File: src/include/flash_host_pkg.sv
// Constants, command codes and register map of the parallel flash host.
// Assumes a 40 MHz clock and a word-wide flash with 19 address lines.
package flash_host_pkg;
   // Widths
   localparam int ADDR_W = 19;
   localparam int DATA_W = 16;
   localparam int SYNC_STAGES = 2;
   // Timing
   localparam int CLK_PERIOD_NS = 25;
   localparam int T_ACCESS_NS = 90;
   localparam int T_WRITE_PULSE_NS = 50;
   localparam int ACC_CYC = (T_ACCESS_NS + CLK_PERIOD_NS - 1) / CLK_PERIOD_NS;
   localparam int WP_CYC = (T_WRITE_PULSE_NS + CLK_PERIOD_NS - 1) / CLK_PERIOD_NS;
   localparam logic [3:0] READ_LEN = 4'(ACC_CYC + SYNC_STAGES - 1);
   localparam logic [3:0] WRITE_LEN = 4'(WP_CYC - 1);
   // Coded cycles
   localparam logic [ADDR_W-1:0] UNLOCK_ADDR1 = 19'h05555;
   localparam logic [ADDR_W-1:0] UNLOCK_ADDR2 = 19'h02aaa;
   localparam logic [DATA_W-1:0] CODE_UNLOCK1 = 16'h00aa;
   localparam logic [DATA_W-1:0] CODE_UNLOCK2 = 16'h0055;
   localparam logic [DATA_W-1:0] CODE_SETUP_ERASE = 16'h0080;
   localparam logic [DATA_W-1:0] CODE_SIGNATURE = 16'h0090;
   localparam logic [DATA_W-1:0] CODE_PROGRAM = 16'h00a0;
   localparam logic [DATA_W-1:0] CODE_PAUSE = 16'h00b0;
   localparam logic [DATA_W-1:0] CODE_BLOCK_CONF = 16'h0030;
   localparam logic [DATA_W-1:0] CODE_CHIP_CONF = 16'h0010;
   localparam logic [DATA_W-1:0] CODE_READ_ARRAY = 16'h00f0;
   // Status byte of the flash
   localparam int POLLING_BIT = 7;
   localparam int TOGGLE_BIT = 6;
   localparam int FAILURE_BIT = 5;
   localparam int TIMEOUT_WINDOW_BIT = 3;
   localparam int ALT_TOGGLE_BIT = 2;
   localparam logic [7:0] STATUS_MASK = 8'hec;
   // Software registers
   localparam logic [2:0] REG_CMD = 3'h0;
   localparam logic [2:0] REG_ADDR = 3'h1;
   localparam logic [2:0] REG_DATA = 3'h2;
   localparam logic [2:0] REG_STATUS = 3'h3;
   localparam logic [2:0] REG_RDATA = 3'h4;
   localparam int ST_BUSY = 0;
   localparam int ST_DONE = 1;
   localparam int ST_ERROR = 2;
   localparam int ST_READY = 3;
   localparam int ST_FLAGS_LSB = 8;

   typedef enum logic [2:0] {
      OP_READ_ARRAY = 3'h0,
      OP_SIGNATURE = 3'h1,
      OP_READ = 3'h2,
      OP_WORD_WRITE = 3'h3,
      OP_SECTOR_WIPE = 3'h4,
      OP_CHIP_WIPE = 3'h5,
      OP_WIPE_PAUSE = 3'h6,
      OP_WIPE_CONTINUE = 3'h7
   } op_type;

   typedef enum logic [2:0] {
      S_IDLE = 3'h0,
      S_WRITE = 3'h1,
      S_READ = 3'h2,
      S_POLL = 3'h3,
      S_FINAL = 3'h4
   } seq_state_type;

   typedef enum logic [1:0] {
      CY_IDLE = 2'h0,
      CY_SETUP = 2'h1,
      CY_STROBE = 2'h2,
      CY_HOLD = 2'h3
   } cyc_state_type;
endpackage

File: src/logic/flash_bus_cycle.sv
// One asynchronous read or write cycle on the flash pins.
// Assumes the flash answers within the access time; data pins are synchronised here.
`timescale 1ns/1ps
module flash_bus_cycle #(
   parameter int ADDR_W = flash_host_pkg::ADDR_W,
   parameter int DATA_W = flash_host_pkg::DATA_W
) (
   // Clock, reset and enable
   input wire logic i_mclk,
   input wire logic i_resetn,
   input wire logic i_ce,
   // Request
   input wire logic i_start,
   input wire logic i_write,
   input wire logic [ADDR_W-1:0] i_addr,
   input wire logic [DATA_W-1:0] i_wdata,
   output logic o_done,
   output logic [DATA_W-1:0] o_rdata,
   // Flash pins
   output logic o_chip_sel_n,
   output logic o_out_en_n,
   output logic o_write_n,
   output logic [ADDR_W-1:0] o_addr,
   output logic [DATA_W-1:0] o_dq,
   output logic o_dq_oe_n,
   input wire logic [DATA_W-1:0] i_dq
);
   import flash_host_pkg::*;

   cyc_state_type state_r, state_nxt;
   logic [3:0] cnt_r, cnt_nxt;
   logic write_r;
   logic [DATA_W-1:0] dq_meta_r, dq_sync_r;

   wire take = (state_r == CY_IDLE) && i_start;
   wire write_nxt = take ? i_write : write_r;
   wire strobe_end = (state_r == CY_STROBE) && (cnt_r == 4'h0);

   always_comb begin
      state_nxt = state_r;
      cnt_nxt = cnt_r;
      unique case (state_r)
         CY_IDLE: if (i_start) state_nxt = CY_SETUP;
         CY_SETUP: begin
            state_nxt = CY_STROBE;
            cnt_nxt = write_r ? WRITE_LEN : READ_LEN;
         end
         CY_STROBE: begin
            if (cnt_r == 4'h0) state_nxt = CY_HOLD;
            else cnt_nxt = cnt_r - 4'h1;
         end
         CY_HOLD: state_nxt = CY_IDLE;
      endcase
   end

   // Data pins cross from outside, so two flops before use
   always_ff @(posedge i_mclk) begin
      dq_meta_r <= i_dq;
      dq_sync_r <= dq_meta_r;
   end

   always_ff @(posedge i_mclk) begin
      if (!i_resetn) begin
         state_r <= CY_IDLE;
         cnt_r <= 4'h0;
         write_r <= 1'b0;
         o_done <= 1'b0;
         o_chip_sel_n <= 1'b1;
         o_out_en_n <= 1'b1;
         o_write_n <= 1'b1;
         o_dq_oe_n <= 1'b1;
      end else if (i_ce) begin
         state_r <= state_nxt;
         cnt_r <= cnt_nxt;
         write_r <= write_nxt;
         o_done <= (state_r == CY_HOLD);
         o_chip_sel_n <= (state_nxt == CY_IDLE);
         // Strobe released between reads so each one is a fresh read
         o_out_en_n <= !((state_nxt == CY_STROBE) && !write_nxt);
         o_write_n <= !((state_nxt == CY_STROBE) && write_nxt);
         o_dq_oe_n <= !((state_nxt != CY_IDLE) && write_nxt);
      end
   end

   always_ff @(posedge i_mclk) begin
      if (!i_resetn) begin
         o_addr <= '0;
         o_dq <= '0;
         o_rdata <= '0;
      end else if (i_ce) begin
         if (take) begin
            o_addr <= i_addr;
            o_dq <= i_wdata;
         end
         if (strobe_end && !write_r) o_rdata <= dq_sync_r;
      end
   end
endmodule

File: src/logic/flash_host_ctrl.sv
// Host controller issuing coded instruction sequences to a parallel flash.
// Assumes a software port with one-cycle strobes and a word-wide flash.
//
// Contract
// - Instructions span one to six bus cycles
// - Host writes each sequence in order, uninterrupted
// - Multi-cycle instructions start with unlock pair
// - Erase confirm preceded by second unlock pair
// - Host masks reserved status bits 0,1,4
// - Poll at programmed address or erased block
// - Two equal toggle reads mean done; reread
// - Sector wipe ends with 30h at block
// - Host polls status until wipe completes
//
// Design decisions made here: the address map and the address-and-strobe port.
`timescale 1ns/1ps
module flash_host_ctrl #(
   parameter int ADDR_W = flash_host_pkg::ADDR_W,
   parameter int DATA_W = flash_host_pkg::DATA_W
) (
   // Clock, reset, enable
   input wire logic i_mclk,
   input wire logic i_resetn,
   input wire logic i_ce,
   // Software port
   input wire logic [2:0] i_reg_addr,
   input wire logic [31:0] i_reg_wdata,
   input wire logic i_reg_wr,
   input wire logic i_reg_rd,
   output logic [31:0] o_reg_rdata,
   // Flash pins
   output logic o_chip_sel_n,
   output logic o_out_en_n,
   output logic o_write_n,
   output logic [ADDR_W-1:0] o_addr,
   output logic [DATA_W-1:0] o_dq,
   output logic o_dq_oe_n,
   input wire logic [DATA_W-1:0] i_dq,
   input wire logic i_ready_busy
);
   import flash_host_pkg::*;

   seq_state_type state_r, state_nxt;
   op_type op_r, op_nxt;
   logic [2:0] step_r, step_nxt;
   logic [ADDR_W-1:0] addr_r;
   logic [DATA_W-1:0] data_r, rdata_r, rdata_nxt;
   logic [7:0] prev_r, prev_nxt, flags_r, flags_nxt;
   logic busy_r, busy_nxt, done_r, done_nxt, err_r, err_nxt;
   logic wait_r, wait_nxt, go_r, go_nxt, first_r, first_nxt, fail_r, fail_nxt;
   logic rb_meta_r, rb_sync_r;
   logic cyc_done;
   logic [DATA_W-1:0] cyc_rdata;

   function automatic logic [2:0] writes_of(input op_type op);
      unique case (op)
         OP_READ: writes_of = 3'd0;
         OP_SIGNATURE: writes_of = 3'd3;
         OP_WORD_WRITE: writes_of = 3'd4;
         OP_SECTOR_WIPE, OP_CHIP_WIPE: writes_of = 3'd6;
         OP_READ_ARRAY, OP_WIPE_PAUSE, OP_WIPE_CONTINUE: writes_of = 3'd1;
      endcase
   endfunction

   function automatic logic single_op(input op_type op);
      single_op = (op == OP_READ_ARRAY) || (op == OP_WIPE_PAUSE) || (op == OP_WIPE_CONTINUE);
   endfunction

   function automatic logic [DATA_W-1:0] code_of(input op_type op, input logic [2:0] step,
                                                 input logic [DATA_W-1:0] wdata);
      code_of = CODE_UNLOCK1;
      unique case (step)
         3'd0: begin
            if (op == OP_READ_ARRAY) code_of = CODE_READ_ARRAY;
            else if (op == OP_WIPE_PAUSE) code_of = CODE_PAUSE;
            else if (op == OP_WIPE_CONTINUE) code_of = CODE_BLOCK_CONF;
         end
         3'd1, 3'd4: code_of = CODE_UNLOCK2;
         3'd2: begin
            if (op == OP_SIGNATURE) code_of = CODE_SIGNATURE;
            else if (op == OP_WORD_WRITE) code_of = CODE_PROGRAM;
            else code_of = CODE_SETUP_ERASE;
         end
         3'd3: if (op == OP_WORD_WRITE) code_of = wdata;
         3'd5: code_of = (op == OP_SECTOR_WIPE) ? CODE_BLOCK_CONF : CODE_CHIP_CONF;
         default: code_of = CODE_UNLOCK1;
      endcase
   endfunction

   function automatic logic [ADDR_W-1:0] addr_of(input op_type op, input logic [2:0] step,
                                                 input logic [ADDR_W-1:0] target);
      addr_of = UNLOCK_ADDR1;
      unique case (step)
         3'd0: if (single_op(op)) addr_of = target;
         3'd1, 3'd4: addr_of = UNLOCK_ADDR2;
         3'd3: if (op == OP_WORD_WRITE) addr_of = target;
         3'd5: if (op == OP_SECTOR_WIPE) addr_of = target;
         default: addr_of = UNLOCK_ADDR1;
      endcase
   endfunction

   // Decode
   wire cmd_wr = i_reg_wr && (i_reg_addr == REG_CMD) && !busy_r;
   wire addr_wr = i_reg_wr && (i_reg_addr == REG_ADDR) && !busy_r;
   wire data_wr = i_reg_wr && (i_reg_addr == REG_DATA) && !busy_r;
   wire op_type op_req = op_type'(i_reg_wdata[2:0]);
   wire last_write = (step_r == writes_of(op_r) - 3'd1);
   wire poll_op = (op_r == OP_WORD_WRITE) || (op_r == OP_SECTOR_WIPE) || (op_r == OP_CHIP_WIPE)
                  || (op_r == OP_WIPE_CONTINUE);
   wire read_op = (op_r == OP_SIGNATURE) || (op_r == OP_READ);
   wire cyc_write = (state_r == S_WRITE);
   // Writes follow the table; polls stay on the target address
   wire [ADDR_W-1:0] cyc_addr = cyc_write ? addr_of(op_r, step_r, addr_r) : addr_r;
   wire [DATA_W-1:0] cyc_wdata = code_of(op_r, step_r, data_r);
   wire [7:0] rd_byte = cyc_rdata[7:0];
   wire toggle_same = (prev_r[TOGGLE_BIT] == rd_byte[TOGGLE_BIT]);
   wire [31:0] status_word = {16'h0000, flags_r, 4'h0, rb_sync_r, err_r, done_r, busy_r};
   wire [31:0] read_mux = (i_reg_addr == REG_CMD) ? {29'h0, op_r} :
                          (i_reg_addr == REG_ADDR) ? 32'(addr_r) :
                          (i_reg_addr == REG_DATA) ? 32'(data_r) :
                          (i_reg_addr == REG_STATUS) ? status_word :
                          (i_reg_addr == REG_RDATA) ? 32'(rdata_r) : 32'h0000_0000;

   always_comb begin
      state_nxt = state_r;
      op_nxt = op_r;
      step_nxt = step_r;
      rdata_nxt = rdata_r;
      prev_nxt = prev_r;
      flags_nxt = flags_r;
      busy_nxt = busy_r;
      done_nxt = done_r;
      err_nxt = err_r;
      first_nxt = first_r;
      fail_nxt = fail_r;
      go_nxt = 1'b0;
      wait_nxt = wait_r;
      if (state_r != S_IDLE && !wait_r) begin
         go_nxt = 1'b1;
         wait_nxt = 1'b1;
      end
      if (cyc_done) wait_nxt = 1'b0;
      unique case (state_r)
         S_IDLE: if (cmd_wr) begin
            op_nxt = op_req;
            step_nxt = 3'd0;
            busy_nxt = 1'b1;
            done_nxt = 1'b0;
            err_nxt = 1'b0;
            first_nxt = 1'b1;
            fail_nxt = 1'b0;
            state_nxt = (op_req == OP_READ) ? S_READ : S_WRITE;
         end
         // One sequence runs to its end before any other write
         S_WRITE: if (cyc_done) begin
            if (!last_write) step_nxt = step_r + 3'd1;
            else if (poll_op) state_nxt = S_POLL;
            else if (read_op) state_nxt = S_READ;
            else begin
               state_nxt = S_IDLE;
               busy_nxt = 1'b0;
               done_nxt = 1'b1;
            end
         end
         S_POLL: if (cyc_done) begin
            flags_nxt = rd_byte & STATUS_MASK;
            prev_nxt = rd_byte;
            first_nxt = 1'b0;
            if (!first_r && toggle_same) state_nxt = S_FINAL;
            else if (!first_r && fail_r) begin
               state_nxt = S_IDLE;
               busy_nxt = 1'b0;
               done_nxt = 1'b1;
               err_nxt = 1'b1;
            end else if (!first_r) fail_nxt = rd_byte[FAILURE_BIT];
         end
         S_READ, S_FINAL: if (cyc_done) begin
            rdata_nxt = cyc_rdata;
            state_nxt = S_IDLE;
            busy_nxt = 1'b0;
            done_nxt = 1'b1;
         end
         default: state_nxt = S_IDLE;
      endcase
   end

   // Ready/busy pin from outside: two flops before use
   always_ff @(posedge i_mclk) begin
      rb_meta_r <= i_ready_busy;
      rb_sync_r <= rb_meta_r;
   end

   always_ff @(posedge i_mclk) begin
      if (!i_resetn) begin
         state_r <= S_IDLE;
         op_r <= OP_READ_ARRAY;
         step_r <= 3'd0;
         busy_r <= 1'b0;
         done_r <= 1'b0;
         err_r <= 1'b0;
         first_r <= 1'b0;
         fail_r <= 1'b0;
         wait_r <= 1'b0;
         go_r <= 1'b0;
      end else if (i_ce) begin
         state_r <= state_nxt;
         op_r <= op_nxt;
         step_r <= step_nxt;
         busy_r <= busy_nxt;
         done_r <= done_nxt;
         err_r <= err_nxt;
         first_r <= first_nxt;
         fail_r <= fail_nxt;
         wait_r <= wait_nxt;
         go_r <= go_nxt;
      end
   end

   always_ff @(posedge i_mclk) begin
      if (!i_resetn) begin
         addr_r <= '0;
         data_r <= '0;
         rdata_r <= '0;
         prev_r <= 8'h00;
         flags_r <= 8'h00;
         o_reg_rdata <= 32'h0000_0000;
      end else if (i_ce) begin
         if (addr_wr) addr_r <= i_reg_wdata[ADDR_W-1:0];
         if (data_wr) data_r <= i_reg_wdata[DATA_W-1:0];
         rdata_r <= rdata_nxt;
         prev_r <= prev_nxt;
         flags_r <= flags_nxt;
         o_reg_rdata <= i_reg_rd ? read_mux : 32'h0000_0000;
      end
   end

   flash_bus_cycle #(.ADDR_W(ADDR_W), .DATA_W(DATA_W)) u_cycle (
      .i_mclk(i_mclk),
      .i_resetn(i_resetn),
      .i_ce(i_ce),
      .i_start(go_r),
      .i_write(cyc_write),
      .i_addr(cyc_addr),
      .i_wdata(cyc_wdata),
      .o_done(cyc_done),
      .o_rdata(cyc_rdata),
      .o_chip_sel_n(o_chip_sel_n),
      .o_out_en_n(o_out_en_n),
      .o_write_n(o_write_n),
      .o_addr(o_addr),
      .o_dq(o_dq),
      .o_dq_oe_n(o_dq_oe_n),
      .i_dq(i_dq)
   );
endmodule

File: config.mk
export PLATFORM = sky130hd
export DESIGN_NAME = flash_host_ctrl
export DESIGN_NICKNAME = d
export VERILOG_FILES = /design/src/include/flash_host_pkg.sv /design/src/logic/flash_bus_cycle.sv /design/src/logic/flash_host_ctrl.sv
export SDC_FILE = /design/constraint.sdc
export NUM_CORES = 1
export LEC_CHECK = 0
export BUFFER_PORTS_ARGS = -buffer_cell sky130_fd_sc_hd__buf_2
export CAP_MARGIN = 20
export CORE_ASPECT_RATIO = 2
export CORE_MARGIN = 2
export CORE_UTILIZATION = 55
export DETAILED_ROUTE_END_ITERATION = 12
export PLACE_DENSITY_LB_ADDON = 0.12
export RECOVER_POWER = 100
export SLEW_MARGIN = 5
export SYNTH_ARGS = -nofsm -noshare
export SYNTH_HDL_FRONTEND = slang
export SYNTH_SLANG_ARGS = --single-unit
File: constraint.sdc
create_clock -name i_mclk -period 5.1 [get_ports i_mclk]
set_clock_uncertainty 0.2 [all_clocks]
set_input_delay 0.255 -clock i_mclk [delete_from_list [all_inputs] [get_ports i_mclk]]
set_output_delay 0.255 -clock i_mclk [all_outputs]
set_load 0.05 [all_outputs]
==> Yosys cells after proc, flatten, opt, wreduce, memory -nomap -nowiden <==
Memories as Yosys holds them, arrays and structs flattened. A register that Yosys moved wholly into a read port is not among the register bits.
Cells that the tools add are included.
{ "word_totals": {"regBits": 208, "rom_bits": 24, "in_bits": 57, "output_inout_bits": 71, "wordCells": 209, "n_memories": 1} }
{ "classes": {"add_sub_neg": 3, "eq_ne": 41, "mux": 73, "n_reduce_logical": 60} }
{ "mem_list": {"columns": ["memory", "depth", "width", "read_ports", "rd_ports_with_merged_regs", "write_ports", "line", "source"], "rows": [
  ["(name not given)", 8, 3, 1, 1, 0, "flash_host_ctrl.sv:56", "unique case (op)"]
]} }
{ "ops": {"columns": ["cell", "count"], "rows": [
  ["19-bit two-way mux", 7],
  ["16-bit case mux with 5 select lines", 1],
  ["19-bit case mux with 4 select lines", 1],
  ["16-bit two-way mux", 4],
  ["3-bit two-way mux", 13],
  ["3-bit by 2-bit == test with 1-bit output, second input constant", 9],
  ["1-bit two-way mux", 26],
  ["3-bit == test, second input constant", 8],
  ["8-bit two-way mux", 3],
  ["2-bit inequality test, second input constant", 10],
  ["6-bit two-way mux", 3],
  ["1-bit logical AND", 15],
  ["7-bit AND reduction", 2],
  ["3-bit by 1-bit == test with 1-bit output, second input constant", 4],
  ["3-bit logical NOT", 4],
  ["3-bit case mux with 4 select lines", 1],
  ["3-bit AND reduction", 4],
  ["11-bit AND reduction", 1],
  ["2-bit two-way mux", 5],
  ["2-bit AND reduction", 5],
  ["2-bit nonzero test", 5],
  ["1-bit logical NOT", 8],
  ["1-bit case mux with 4 select lines", 2],
  ["2-bit case mux with 4 select lines", 1],
  ["other kinds (22)", 35]
]} }

==> Longest topological paths before layout <==
{ "logic_depth": {"word_depth": 8, "mapped_depth": 9, "depth_no_buf": 7} }

==> Hierarchy <==
Synthesis repeated with hierarchy kept, for this count alone.
{ "unflattened": {"hier_cells": 933, "hier_area_um2": 8619.5} }
{ "modules_own_cells": {"columns": ["module", "instances", "cells_each", "area_each_um2", "seq_area_each_um2"], "rows": [
  ["flash_host_ctrl", 1, 597, 5021.1, 1921.8],
  ["flash_bus_cycle", 1, 336, 3598.5, 1901.8]
]} }

==> Worst setup path after synthesis <==
No wires, ideal clock.
{ "synth_path": {"path_type": "reg-to-reg", "startpoint": "register step_r[2]", "endpoint": "register u_cycle.o_addr[0]", "t_arrival_ns": 1.838, "setup_slack_ns": 2.943, "stages_incl_launch_ff": 9, "path_cell_list": "dfxtp_1 > clkbuf_1 > inv_1 > ha_1 > inv_1 > nand3_1 > a221oi_1 > o21ai_1 > o221a_2"} }
{ "synth_via": {"elab_chain_cells": 4, "word_cells_on_any_way": 8} }
{ "synth_lines": {"columns": ["item", "line", "source"], "rows": [
  ["start: declaration", "flash_host_ctrl.sv:45", "logic [2:0] step_r, step_nxt;"],
  ["start signal: assignment", "flash_host_ctrl.sv:208", "step_r <= step_nxt;"],
  ["3-bit by 1-bit == test with 1-bit output or 3-bit == test (tied branches)", "flash_host_ctrl.sv:93", "unique case (step)"],
  ["2-bit OR reduction", "flash_host_ctrl.sv:93", null],
  ["19-bit case mux with 4 select lines *", "flash_host_ctrl.sv:93", null],
  ["19-bit two-way mux *", "flash_host_ctrl.sv:113", "wire [ADDR_W-1:0] cyc_addr = cyc_write ? addr_of(op_r, step_r, addr_r) : addr_r;"],
  ["end signal: assignment", "flash_bus_cycle.sv:92", "o_addr <= i_addr;"],
  ["end: declaration", "flash_bus_cycle.sv:23", "output logic [ADDR_W-1:0] o_addr,"]
]} }
Mark *: on every way between the ends. The rest lies on a longest branch, timed or not.
A chain may end at the register's enable or synchronous reset.

==> Worst setup path in the final report <==
{ "layout_path": {"startpoint": "input i_ce", "endpoint": "register u_cycle.o_addr[4]"} }
{ "layout_via": {"elab_chain_cells": 1} }
{ "layout_lines": {"columns": ["item", "line", "source"], "rows": [
  ["start: declaration", "flash_host_ctrl.sv:24", "input wire logic i_ce,"],
  ["2-bit AND reduction (no line)", null, null]
]} }
No other way between the ends.

==> impl_metrics.csv <==
group,metric,value,unit
status,result_of_the_run,"finished, violations left",
status,violations_in_the_final_reports,"max-capacitance violations, max-slew violations",
synth,synth_fa_ha_area_share,1.79,%
setup_path,timing.setup.critical_path_class,"in -> reg",
setup_path,critPathLaunchType,"input port",
synth,netlist_top_cells_area,"sky130_fd_sc_hd__dfxtp_1, sky130_fd_sc_hd__mux2i_1, sky130_fd_sc_hd__a21oi_1",
synth,synth-async-reset-ratio,0,%
route,initialDrtViolationCount,381,
grt,grt_pass1_wl,31.7,mm
synth,ff_latch_count_synth,191,
cells_and_area,fillers,1204,
clocking,worstSkewPairLatency,430,ps
setup_path,critPathSlowestCell,"sky130_fd_sc_hd__clkbuf_1",
route,remaining_drc_errors,0,
synth,synth-compound-area-share,17.2,%
floorplan,die_y,171,µm
timing,final_hold_violating_endpoints,0,
synth,post_synth_top_flop,"sky130_fd_sc_hd__dfxtp_1",
setup_path,cp_data_arrival_time,3630,ps
power_and_ir_drop,vdd_drop_max,0.413,mV
route,avgRoutedWirePerCell,18.2,µm
clocking,cts.root.buffer_cell,"sky130_fd_sc_hd__clkbuf_16",
cells_and_area,antennaDiodeCount,0,
synth,synthDominantCellAreaShare,49.7,%
grt,grt_max_degree,72,
floorplan,placeableCoreArea,13800,µm²
clocking,cts_buffer_depth,2,
job,maxCapViolations,2,
grt,vias_in_the_first_global_route,6282,
timing,final_period_minus_worst_setup_slack,3520,ps
synth,share_of_synthesized_area_spent_on_multiplexers,7.31,%
timing,final_worst_path_cycle_share,68.9,%
clocking,ctsResizeCount,0,
floorplan,rows,61,
route,route.vias.total,6576,
setup_path,cp_slowest_stage_delay,1210,ps
clocking,cts_inserted_buffers,17,
clocking,ctsHtreeMaxLevel,4,
placement,place.port_buffers,101,
cells_and_area,post_route_cells_drive_above_1_share,9.93,%
setup_path,required,5220,ps
grt,grt_remaining_overflow,0,
clocking,clock_tree_from_tritoncts,"built",
timing,timing.fmax,284,MHz
placement,finalWeightedCongestion,0.888,
synth,largest_family_of_logic_cells_by_synthesized_area,"compound AO/OA/AOI/OAI gates",
route,detail_route.vias_per_cell,5.74,
grt,global_route.usage.total,27.8,%
setup_path,critical_path.cell_chain,"clkbuf_1 > nand3_1 > nor2_1 > a31oi_1 > o221a_2",
synth,synth_warnings,0,
synth,synth-seq-area-share,49.7,%
synth,edff_count_synth,0,
synth,synth_simple_gate_area_share,17.0,%
setup_path,crit_path_max_fanout,37,
cells_and_area,multiInputGateArea,3430,µm²
route,detail_route.wirelength,20.8,mm
synth,syn_avg_cell_area,9.13,µm²
clocking,worst_setup_hold_path_clk_slew,70,ps
grt,initial_antenna_violation_count,0,
timing,transition_at_the_pin_with_the_smallest_max_transition_slack,1710,ps
timing,grt_setup_unrepaired,"false",
setup_path,endpoint_kind,"flip-flop",
power_and_ir_drop,power.total,3.10,mW
synth,post_synthesis_xor_xnor_area_fraction,1.11,%
timing,max-slew-margin-rel,-14.2,%
timing,slew_violations,55,
timing,tns,0,ps
synth,synth_top_cell_by_area,"sky130_fd_sc_hd__dfxtp_1",
route,detailedRoute.firstPassIterationCount,5,
floorplan,start_util,55.7,%
route,drt.antenna.violating_nets,0,
min_path,worst_hold_path_type,"in -> reg",
floorplan,pin_count,128,
synth,syn_inst,843,
floorplan,die_width,87.7,µm
cells_and_area,num-nets-final,1012,
clocking,cts.sinks,191,
power_and_ir_drop,leakage_power,3.27,nW
synth,synth.distinct_cells,67,
synth,synth_common_cells,"sky130_fd_sc_hd__dfxtp_1, sky130_fd_sc_hd__nand2_1, sky130_fd_sc_hd__a21oi_1",
placement,detailed_place_hpwl,14.9,mm
synth,post-synth-top-count-cell,"sky130_fd_sc_hd__dfxtp_1",
cells_and_area,ff_latch_area,3820,µm²
timing,setup_viol_count_final,0,
synth,synth.cell_area,7700,µm²
power_and_ir_drop,pwr_density_cell,347,nW/µm²
cells_and_area,area_overhead_vs_synth,15.9,%
floorplan,dieArea,15000,µm²
-- state kept, by name, summed over array words and instances, names as in the netlist, 2 cells and up, named ones only --
register,flops
addr_r,19
data_r,16
flags_r,2
o_reg_rdata,19
op_r,3
prev_r,3
rdata_r,16
state_r,3
step_r,3
u_cycle.cnt_r,4
u_cycle.dq_meta_r,16
u_cycle.dq_sync_r,16
u_cycle.o_addr,19
u_cycle.o_dq,16
u_cycle.o_rdata,16
u_cycle.state_r,2
-- metrics by stage --
stage	instance area, µm²	utilization, %	worst slack (ps)	hold slack (ps)	std cells
floorplan	7740	-	2940	82.7	855
global placement	8130	58.9	2050	110	1077
detailed placement	8130	58.9	2000	112	1077
CTS	9030	65.4	2150	13.1	1145
global route	8920	64.6	1240	31.9	1146
finish	8920	64.6	1580	27.5	1146
-- where the power goes --
part           switching (mW)  internal [mW]
Clock                   0.552          0.686
Sequential             0.0289           1.53
Combinational           0.203         0.0954
-- layout by cell type, fill, tap and decap left out, drive strengths merged, types with 18 or more instances in the layout --
| cell | instances |
|---|---|
| o21ai | 19 |
| buf | 44 |
| mux2i | 54 |
| dlygate4sd3 | 36 |
| nand3 | 18 |
| dfxtp | 191 |
| inv | 18 |
| clkbuf | 85 |
| nor2 | 77 |
| nand2 | 119 |
| a21oi | 106 |
-- routing by layer --
layer	track usage (%)	vias up	wire, µm
li1	-	3105	-
met1	29.0	3142	7410
met2	50.1	258	11300
met3	4.75	71	963
met4	17.3	0	1170
met5	0	-	0
-- area by class of cell --
| type | instances | area share (%) |
|---|---|---|
| clock buffers | 23 | 5.13 |
| clock inverters | 9 | 0.967 |
| inverters | 18 | 0.771 |
| multi-input cells | 574 | 38.4 |
| flip-flops and latches | 191 | 42.8 |
| well taps | 189 | 2.65 |
| repair buffers | 142 | 9.21 |
-- what timing repair did --
action	4_1_cts	5_1_grt
hold buffers	36	0
buffers inserted	0	0
hold endpoints to repair	51	0
-- path summary, 6_finish.rpt --
path                        startpoint                   end  slack [ps]  cells after the start
setup reg to reg    u_cycle.state_r[0]     u_cycle.o_addr[4]        2150                      6
setup / recovery                  i_ce     u_cycle.o_addr[4]        1580                      5
hold / removal                i_reg_rd        o_reg_rdata[0]          30                      3
hold reg to reg   u_cycle.dq_meta_r[4]  u_cycle.dq_sync_r[4]         120                      0
-- critical path: cells and delay by family --
family | cells | cell delay, ps
simple gates | 2 | 1480
buf+inv | 1 | 1210
compound gates | 2 | 670
-- cell families after synthesis --
family / Yosys count
and+or+nand+nor: 278
AOI/OAI and AO/OA: 208
DFF: 191
buffers and inverters: 90
muxes: 56
adders and majority gates: 11
xor gates and xnor gates: 8
other: 1
(Power assumes the default switching activity.)
